==> src/hdl/uie_pkg.sv <==
// constants, types and register map of the usb interrupt enable and frame register bank
package uie_pkg;

  // register indices; byte address on the bus is four times the index
  localparam logic [11:0] IDX_STATUS = 12'h00A;
  localparam logic [11:0] IDX_ENABLE = 12'h00B;
  localparam logic [11:0] IDX_FRAME = 12'h00C;
  localparam logic [11:0] IDX_CLEAR = 12'h010;
  localparam int unsigned IDX_W = 12;
  localparam int unsigned ADDR_LSB = 2;

  // field layout shared by status, enable and clear
  localparam int unsigned BIT_SLEEP = 0;
  localparam int unsigned BIT_RESUME = 1;
  localparam int unsigned BIT_BUS_EVT = 2;
  localparam int unsigned BIT_SOF = 3;
  localparam int unsigned BIT_ATTACH = 4;
  localparam int unsigned BIT_DETACH = 5;
  localparam int unsigned EVT_W = 6;

  localparam logic [7:0] ENABLE_RST = 8'h06;
  localparam logic [7:0] ENABLE_MASK = 8'h3F;
  localparam logic [7:0] STATUS_RST = 8'h00;
  // in host mode bit 0 has no source, in device mode bit 4 has none
  localparam logic [5:0] HOST_VALID = 6'h3E;
  localparam logic [5:0] DEV_VALID = 6'h2F;

  localparam int unsigned FRAME_W = 11;
  localparam logic [15:0] FRAME_RST = 16'h0000;
  localparam logic [31:0] RDATA_RST = 32'h0000_0000;

  typedef struct packed {
    logic detach;
    logic attach;
    logic sof;
    logic bus_evt;
    logic resume;
    logic sleep;
  } uie_event_type;

  typedef enum logic [1:0] {
    APB_IDLE = 2'h0,
    APB_ACCESS = 2'h1
  } uie_apb_state_type;

endpackage

==> src/hdl/uie_status.sv <==
// sticky interrupt status flags with read-clear and write-clear
module uie_status (
  input wire logic mclk,
  input wire logic arst_n,
  input wire logic host_mode,
  input wire logic [5:0] event_set,
  input wire logic [5:0] rd_clr,
  input wire logic [5:0] wr_clr,
  output logic [5:0] status_ff
);

  logic [5:0] valid;
  logic [5:0] nxt_status;

  always_comb begin
    valid = host_mode ? uie_pkg::HOST_VALID : uie_pkg::DEV_VALID;
    // set wins over clear so an event in the clearing cycle survives
    nxt_status = (status_ff & ~(rd_clr | wr_clr)) | (event_set & valid);
  end

  always_ff @(posedge mclk or negedge arst_n) begin
    if (!arst_n) begin
      status_ff <= uie_pkg::STATUS_RST[5:0];
    end else begin
      status_ff <= nxt_status;
    end
  end

endmodule

==> src/hdl/uie_top.sv <==
// apb register bank: interrupt enable, interrupt status, clear and last frame number
//
// Behaviour
// - eight-bit read/write interrupt enable register at index 0x00B masks status bits.
// - enable register resets to 0x06, bits 1 and 2 set, both modes.
// - enable bit 5 lets session-disconnect status raise the interrupt.
// - enable bit 4 lets session-connect status raise the interrupt; resets zero.
// - enable bit 3 lets start-of-frame status raise the interrupt; resets zero.
// - host mode: enable bit 2 gates bus-reset status, resets to one.
// - device mode: enable bit 2 gates babble status, resets to one.
// - enable bit 1 gates resume status; resets to one.
// - enable bit 0 gates suspend status; resets to zero.
// - enable bits 7:6 read zero; software keeps them on read-modify-write.
// - sixteen-bit read-only frame register at index 0x00C, resets zero, writes ignored.
// - frame register shows last frame number in bits 10:0, zero above.
// - reading the status register clears only the flags it returned; flags set after the read data was captured stay set.
//
// The APB interface to the registers was chosen for this implementation.
module uie_top #(
  parameter int unsigned ADDR_W = 16
) (
  input wire logic mclk,
  input wire logic arst_n,
  input wire logic psel,
  input wire logic penable,
  input wire logic pwrite,
  input wire logic [ADDR_W-1:0] paddr,
  input wire logic [31:0] pwdata,
  output logic [31:0] prdata,
  output logic pready,
  output logic pslverr,
  input wire logic host_mode,
  input wire uie_pkg::uie_event_type events,
  input wire logic frame_strobe,
  input wire logic [10:0] frame_num,
  output logic irq
);

  uie_pkg::uie_apb_state_type state_ff;
  uie_pkg::uie_apb_state_type nxt_state;
  logic [7:0] enable_ff;
  logic [uie_pkg::FRAME_W-1:0] frame_ff;
  logic [31:0] prdata_ff;
  logic pready_ff;
  logic pslverr_ff;
  logic irq_ff;
  logic [5:0] status_ff;
  logic [5:0] rd_clr;
  logic [5:0] wr_clr;
  logic [31:0] rd_value;
  logic mapped;
  logic done;
  logic wr_done;
  logic rd_done;

  // index decode; addresses off the word grid do not match any register
  function automatic logic hit(input logic [ADDR_W-1:0] addr, input logic [11:0] idx);
    logic [ADDR_W-1:0] base;
    base = ADDR_W'({idx, 2'h0});
    return addr == base;
  endfunction

  // the transfer completes at the edge where pready is high in the access phase
  assign done = psel && penable && pready_ff;
  assign wr_done = done && pwrite;
  assign rd_done = done && !pwrite;

  always_comb begin
    mapped = hit(paddr, uie_pkg::IDX_STATUS) || hit(paddr, uie_pkg::IDX_ENABLE) ||
             hit(paddr, uie_pkg::IDX_FRAME) || hit(paddr, uie_pkg::IDX_CLEAR);
  end

  always_comb begin
    rd_value = uie_pkg::RDATA_RST;
    if (hit(paddr, uie_pkg::IDX_STATUS)) begin
      rd_value = {24'h00_0000, 2'h0, status_ff};
    end else if (hit(paddr, uie_pkg::IDX_ENABLE)) begin
      rd_value = {24'h00_0000, enable_ff & uie_pkg::ENABLE_MASK};
    end else if (hit(paddr, uie_pkg::IDX_FRAME)) begin
      rd_value = {16'h0000, 5'h00, frame_ff};
    end
  end

  always_comb begin
    nxt_state = state_ff;
    case (state_ff)
      uie_pkg::APB_IDLE: begin
        if (psel && penable) begin
          nxt_state = uie_pkg::APB_ACCESS;
        end
      end
      uie_pkg::APB_ACCESS: begin
        nxt_state = uie_pkg::APB_IDLE;
      end
      default: begin
        nxt_state = uie_pkg::APB_IDLE;
      end
    endcase
  end

  // one wait state: read data is captured a cycle before completion
  always_ff @(posedge mclk or negedge arst_n) begin
    if (!arst_n) begin
      state_ff <= uie_pkg::APB_IDLE;
      pready_ff <= 1'b0;
      pslverr_ff <= 1'b0;
      prdata_ff <= uie_pkg::RDATA_RST;
    end else begin
      state_ff <= nxt_state;
      if (state_ff == uie_pkg::APB_IDLE && psel && penable) begin
        pready_ff <= 1'b1;
        pslverr_ff <= !mapped;
        prdata_ff <= pwrite ? uie_pkg::RDATA_RST : rd_value;
      end else begin
        pready_ff <= 1'b0;
        pslverr_ff <= 1'b0;
      end
    end
  end

  always_ff @(posedge mclk or negedge arst_n) begin
    if (!arst_n) begin
      enable_ff <= uie_pkg::ENABLE_RST;
    end else if (wr_done && hit(paddr, uie_pkg::IDX_ENABLE)) begin
      // bits 5..0 map detach, attach, sof, bus reset or babble, resume, sleep
      enable_ff <= pwdata[7:0] & uie_pkg::ENABLE_MASK;
    end
  end

  // writes to the frame index fall through: it has no write path
  always_ff @(posedge mclk or negedge arst_n) begin
    if (!arst_n) begin
      frame_ff <= uie_pkg::FRAME_RST[uie_pkg::FRAME_W-1:0];
    end else if (frame_strobe) begin
      frame_ff <= frame_num;
    end
  end

  // a status read clears only the flags shown to software; a clear write clears the bits written; later events stay set
  always_comb begin
    rd_clr = (rd_done && hit(paddr, uie_pkg::IDX_STATUS)) ? prdata_ff[5:0] : 6'h00;
    wr_clr = (wr_done && hit(paddr, uie_pkg::IDX_CLEAR)) ? pwdata[5:0] : 6'h00;
  end

  uie_status u_status (
    .mclk(mclk),
    .arst_n(arst_n),
    .host_mode(host_mode),
    .event_set(events),
    .rd_clr(rd_clr),
    .wr_clr(wr_clr),
    .status_ff(status_ff)
  );

  // registered, so the request trails the status and enable by one cycle
  always_ff @(posedge mclk or negedge arst_n) begin
    if (!arst_n) begin
      irq_ff <= 1'b0;
    end else begin
      irq_ff <= |(status_ff & enable_ff[5:0]);
    end
  end

  assign prdata = prdata_ff;
  assign pready = pready_ff;
  assign pslverr = pslverr_ff;
  assign irq = irq_ff;

endmodule

==> config.mk <==
export PLATFORM = sky130hd
export DESIGN_NAME = uie_top
export DESIGN_NICKNAME = d
export VERILOG_FILES = /design/src/hdl/uie_pkg.sv /design/src/hdl/uie_status.sv /design/src/hdl/uie_top.sv
export SDC_FILE = /design/constraint.sdc
export NUM_CORES = 1
export LEC_CHECK = 0
export ABC_AREA = 1
export BUFFER_PORTS_ARGS = -buffer_cell sky130_fd_sc_hd__buf_2
export CAP_MARGIN = 20
export CORE_ASPECT_RATIO = 0.5
export CORE_UTILIZATION = 45
export CTS_CLUSTER_SIZE = 40
export DETAILED_ROUTE_END_ITERATION = 8
export PLACE_DENSITY = 0.8
export SYNTH_ARGS = -nofsm -noshare
export SYNTH_HDL_FRONTEND = slang
export SYNTH_SLANG_ARGS = --single-unit
==> constraint.sdc <==
create_clock -name mclk -period 1.75 [get_ports mclk]
set_input_delay 0.2625 -clock mclk [delete_from_list [all_inputs] [get_ports mclk]]
set_output_delay 0.2625 -clock mclk [all_outputs]
set_load 0.03 [all_outputs]
* Yosys cells after proc, flatten, opt, wreduce, memory -nomap -nowiden
Index checks and enable logic that the tools add are counted.
** Word-level totals
- Register bits :: 60
- Latch bits :: 0
- RAM bits :: 0
- Memory bits (read-only) :: 0
- Logic and storage cells :: 46
- Memories :: 0
** Cells by class
- Add/sub/neg operators :: 0
- Multipliers :: 0
- Divide/modulo/power cells :: 0
- Order comparisons :: 0
- Equality and inequality tests :: 5
- Shift-type cells :: 0
- Mux-type cells :: 11
- Bitwise operators :: 6
- Reductions and logical operators :: 16
** Operators by type and width (number)
- $mux 32 :: 2
- $eq 16x6->1 const B :: 3
- $mux 11 :: 2
- $and 6x6->6 :: 3
- $eq 16x7->1 const B :: 1
- $mux 6 :: 2
- $or 6x6->6 :: 2
- $logic_and 1x1->1 :: 9
- $not 6->6 :: 1
- $reduce_or 6->1 :: 1
- $mux 5 :: 1
- $mux 2 :: 2
- $logic_or 1x1->1 :: 3
- $logic_not 1->1 :: 2
- $logic_not 2->1 :: 1
- $mux 1 :: 2
- $ne 2x2->1 const B :: 1

* Longest topological paths before layout
- Depth in word-level cells :: 9
- Depth in mapped cells :: 9

* Cells and area by module
From an unflattened synthesis, not the netlist that was laid out.
** Unflattened totals
- Cell total of the unflattened synthesis :: 294
- Area total of the unflattened synthesis :: 2177.1 um^2
** By module, submodules not included
- uie_top :: times used 1, cells an instance 263, area each 1933.1 um^2
- uie_status :: times used 1, cells an instance 31, area each 244.0 um^2

* Worst setup path before layout
Ideal clock, no wire load.
- Kind :: register to register
- Start :: register pready_ff, in the netlist pready
- End :: register u_status.status_ff[0]
- Setup time :: 118 ps
- Data arrival time :: 1353 ps
- Required time :: 1632 ps
- Slack :: 279 ps
- Stages on the path, launching flop included :: 7
- Buffers on the path :: 1
- Cell sequence :: dfrtp_1 > nand3_1 > nor2_1 > buf_2 > nand4_1 > nand3_1 > nand2_1
** On the way
- Longest elaborated chain between the ends :: 8
- Elaborated cells between the ends (all ways) :: 11
- Classes of those cells :: mux: 2; bitwise: 4; reduce/logical: 5
** RTL lines
- from (decl) :: line uie_top.sv:44 : logic pready_ff;
- from (signal assigned) :: line uie_top.sv:105 : pready_ff <= 1'b0;
- from (signal assigned) :: line uie_top.sv:111 : pready_ff <= 1'b1;
- from (signal assigned) :: line uie_top.sv:115 : pready_ff <= 1'b0;
- $logic_and 1x1->1 * :: line uie_top.sv:64 : assign done = psel && penable && pready_ff;
- $logic_and 1x1->1, on equally long branches :: line uie_top.sv:66, uie_top.sv:65
- $logic_and 1x1->1, on equally long branches :: line uie_top.sv:141, uie_top.sv:142
- $mux 6, on equally long branches :: line uie_top.sv:141, uie_top.sv:142
- $or 6x6->6 * :: line uie_status.sv:18 : nxt_status = (status_ff & ~(rd_clr | wr_clr)) | (event_set & valid);
- $not 6->6 * :: line uie_status.sv:18
- $and 6x6->6 * :: line uie_status.sv:18
- $or 6x6->6 * :: line uie_status.sv:18
- via u_status.nxt_status[0] :: line uie_status.sv:13 : logic [5:0] nxt_status;
- to (signal assigned) :: line uie_status.sv:23 : status_ff <= uie_pkg::STATUS_RST[5:0];
- to (signal assigned) :: line uie_status.sv:25 : status_ff <= nxt_status;
- to (decl) :: line uie_status.sv:9 : output logic [5:0] status_ff
Mark *: on every way through the listed nets, which the timed path passes. The rest lies on a longest branch.
A chain may end at the register's enable or synchronous reset.

* Worst setup path after layout
- Start :: input paddr[1]
- End :: register enable_ff[4]
** On the way
- Longest elaborated chain between the ends :: 2
** RTL lines
- from (decl) :: line uie_top.sv:27 : input wire logic [ADDR_W-1:0] paddr,
- $eq 16x6->1 :: line uie_top.sv:60 : return addr == base;
- $logic_and 1x1->1 :: line uie_top.sv:124 : end else if (wr_done && hit(paddr, uie_pkg::IDX_ENABLE)) begin
- to (signal assigned) :: line uie_top.sv:123 : enable_ff <= uie_pkg::ENABLE_RST;
- to (signal assigned) :: line uie_top.sv:126 : enable_ff <= pwdata[7:0] & uie_pkg::ENABLE_MASK;
- to (decl) :: line uie_top.sv:41 : logic [7:0] enable_ff;
Every way passes these cells.

==> results.ini <==
[status]
outcome = finished clean

[setup_path]
r2r-start = pready$_DFF_PN0_
rr_worst_depth = 5
cp-end-kind = flip-flop
cp_slowest_stage_delay_ps = 360
critical_path_class = in2reg
worstSetupStartpoint = paddr[1]
cpMaxStageDelayCell = and2_1
worst_setup_path_start_kind = input pin
cp.arrival_ps = 1460
crit_chain = buf_2 > nor2_1 > nand3_1 > nor2_4 > and2_1 > nand2_4 > nand2_1 > nand2_1
r2r_slack_ps = 590
r2r-end = u_status.status_ff[3]$_DFF_PN0_
crit_top_cell = nand2_1
cp-endpoint = enable_ff[4]$_DFFE_PN0P_
path_max_fanout = 8
cp.required_ps = 1940

[finish]
final_area_um2 = 2440
syn_to_final_growth_pct = 19.8
finish.utilization = 0.593
nets = 372
insertedDiodeCount = 0
drive_gt1_frac = 0.316

[synthesis]
synthFlopType = dfrtp_1
yosys_warnings = 0
synth.most_common_cell = nand3_1
synth.top_cell.area_share = 0.442
postSynth.asyncResetShare = 1.00
synth_edf_count = 0
yosys.area.top_type = dfrtp_1
netlist_area_um2 = 2040
synth_seq_area_share = 0.467
yosys_register_bits = 38
netlist_top_cells_count = 57 x nand3_1, 51 x nand2_1, 36 x dfrtp_1
syn_inst = 236
synth.avg_cell_area_um2 = 8.64
synthTopCellsByArea = dfrtp_1 44%, nand3_1 14%, nand2_1 9.4%, buf_4 8.5%, mux2_2 6.1%
ys_types = 21

[route]
drc = 0
drt_first_pass_iters = 4
drt_iter0_markers = 159
via_per_inst = 4.98
drt-total-wl_um = 4270
vias = 1767
wl_per_cell_um = 12.0
antenna_left = 0

[clock_tree]
clk_pin_slew_worst_paths_ps = 80
cts_tree = built
root_buffer = clkbuf_8
h-tree-depth = 2
cts_made_buffers = 5
post-cts-setup-buffer-count = 0
clk_path_buf_depth = 2
clock_sinks = 38
insertion_delay_ps = 290

[floorplan]
rows = 16
start_util = 0.495
num_io_pins = 107
die_w_um = 97.2
die_h_um = 49.6
die_area_um2 = 4820
core_area_um2 = 4120

[place]
place.gp.congestion = 0.824
port_buffers = 59
dp_hpwl_um = 3290
placed_area_um2 = 2320

[worst_hold_path]
hp-class = in2reg

[global_routing]
grt_pass1_vias = 1548
grt_pass1_wl_um = 7150
grt_remaining_overflow = 0
grt_use_total = 0.191
antenna_found_initial = 0
grt_max_degree = 39

[timing]
fmax_mhz = 788
setup_tns_ps = 0
final_hold_viol_count = 0
drv_slew = 0
rsz0062_at_grt = no
final.setup_skew_ps = 6.15
period_needed_ps = 1270
fin_crit_sh = 0.725
setup_violations = 0

[power_and_ir_drop]
ir_worst_vdd_mv = 0.426
power_density_nw_per_um2 = 774
leakage_nw = 1.27

[run]
max_cap_viol_count = 0

[logic make-up (layout without fill, tap and decap cells)]
kind of cell	count (synthesis)	in the layout	synth area share
other	1	21	0.00184
AOI/OAI and AO/OA	6	6	0.0166
DFF	38	38	0.467
muxes	11	11	0.0607
buffers and inverters	40	85	0.126
and+or+nand+nor	140	140	0.328
[layout make-up]
type / count / area [um^2]
clock buffer: 5 / 68.8
clock inverter: 3 / 45.0
fill: 360 / 1680
inverter: 11 / 41.3
multi-input combinational: 178 / 905
sequential: 38 / 953
tap: 54 / 67.6
timing repair buffer: 66 / 363
[power breakdown]
group          internal (mW)  switching, mW  leakage, nW
Clock                  0.424          0.324       0.0504
Combinational         0.0770          0.141        0.756
Sequential             0.907         0.0195        0.465
Total                   1.41          0.484         1.27
[how the worst min path moves through the flow]
stage / start / end / slack (ps) / cells past startpoint
3_5_place_dp: arst_n / frame_ff[2]$_DFFE_PN0P_ / 240 / 2
5_1_grt: events[1] / u_status.status_ff[1]$_DFF_PN0_ / 150 / 3
6_report: events[1] / u_status.status_ff[1]$_DFF_PN0_ / 150 / 3
2_1_floorplan: arst_n / enable_ff[0]$_DFFE_PN0P_ / -30 / 0
3_3_place_gp: arst_n / frame_ff[4]$_DFFE_PN0P_ / 240 / 2
4_1_cts: events[1] / u_status.status_ff[1]$_DFF_PN0_ / 150 / 3
[cell usage in the layout (no fill, tap or decap), types with 2 or more instances in the layout]
master / Yosys / routed
buf_2: 4 / 59
clkbuf_8: 0 / 5
and2_1: 2 / 2
dfstp_2: 2 / 2
nand2_1: 51 / 51
nor2_2: 3 / 3
mux2_2: 11 / 11
nand3_1: 57 / 57
nor2_1: 14 / 14
nor2_4: 4 / 4
dfrtp_1: 36 / 36
inv_1: 10 / 10
nand4_1: 6 / 6
clkinvlp_4: 0 / 2
conb_1: 1 / 21
o21ai_0: 5 / 5
buf_4: 23 / 5
[layer usage]
metal	part of all wire	wire, um	GRT usage
met5	0	0	0
met4	0.010	43	0.0647
met3	0.083	353	0.0397
met2	0.45	1940	0.311
met1	0.45	1940	0.257
[per-stage QoR]
stage | worst slack (ps) | hold WS (ps) | power (mW) | instances
2_1_floorplan | 279 | -33.1 | 1.10 | 256
3_3_place_gp | 214 | 238 | 1.15 | 346
3_5_place_dp | 171 | 245 | 1.16 | 346
4_1_cts | 486 | 152 | 1.90 | 355
5_1_grt | 363 | 154 | 1.97 | 355
6_report | 480 | 150 | 1.89 | 355
[worst max-delay path: cells and delay by family]
family                 cells  cell delay, ps
buffers and inverters      1              90
and+or+nand+nor            7            1090
[timing repair]
action	4_1_cts	5_1_grt
hold endpoints to repair	36	0
endpoints found under the setup margin	0	0
hold buffers	1	0
resized for setup	0	0
[sequential cells by signal, summed over array words and instances (netlist names)]
name / flops
prdata: 11
irq: 1
enable_ff: 6
pready: 1
pslverr: 1
state_ff: 1
frame_ff: 11
u_status.status_ff: 6
(Power assumes the default switching activity.)
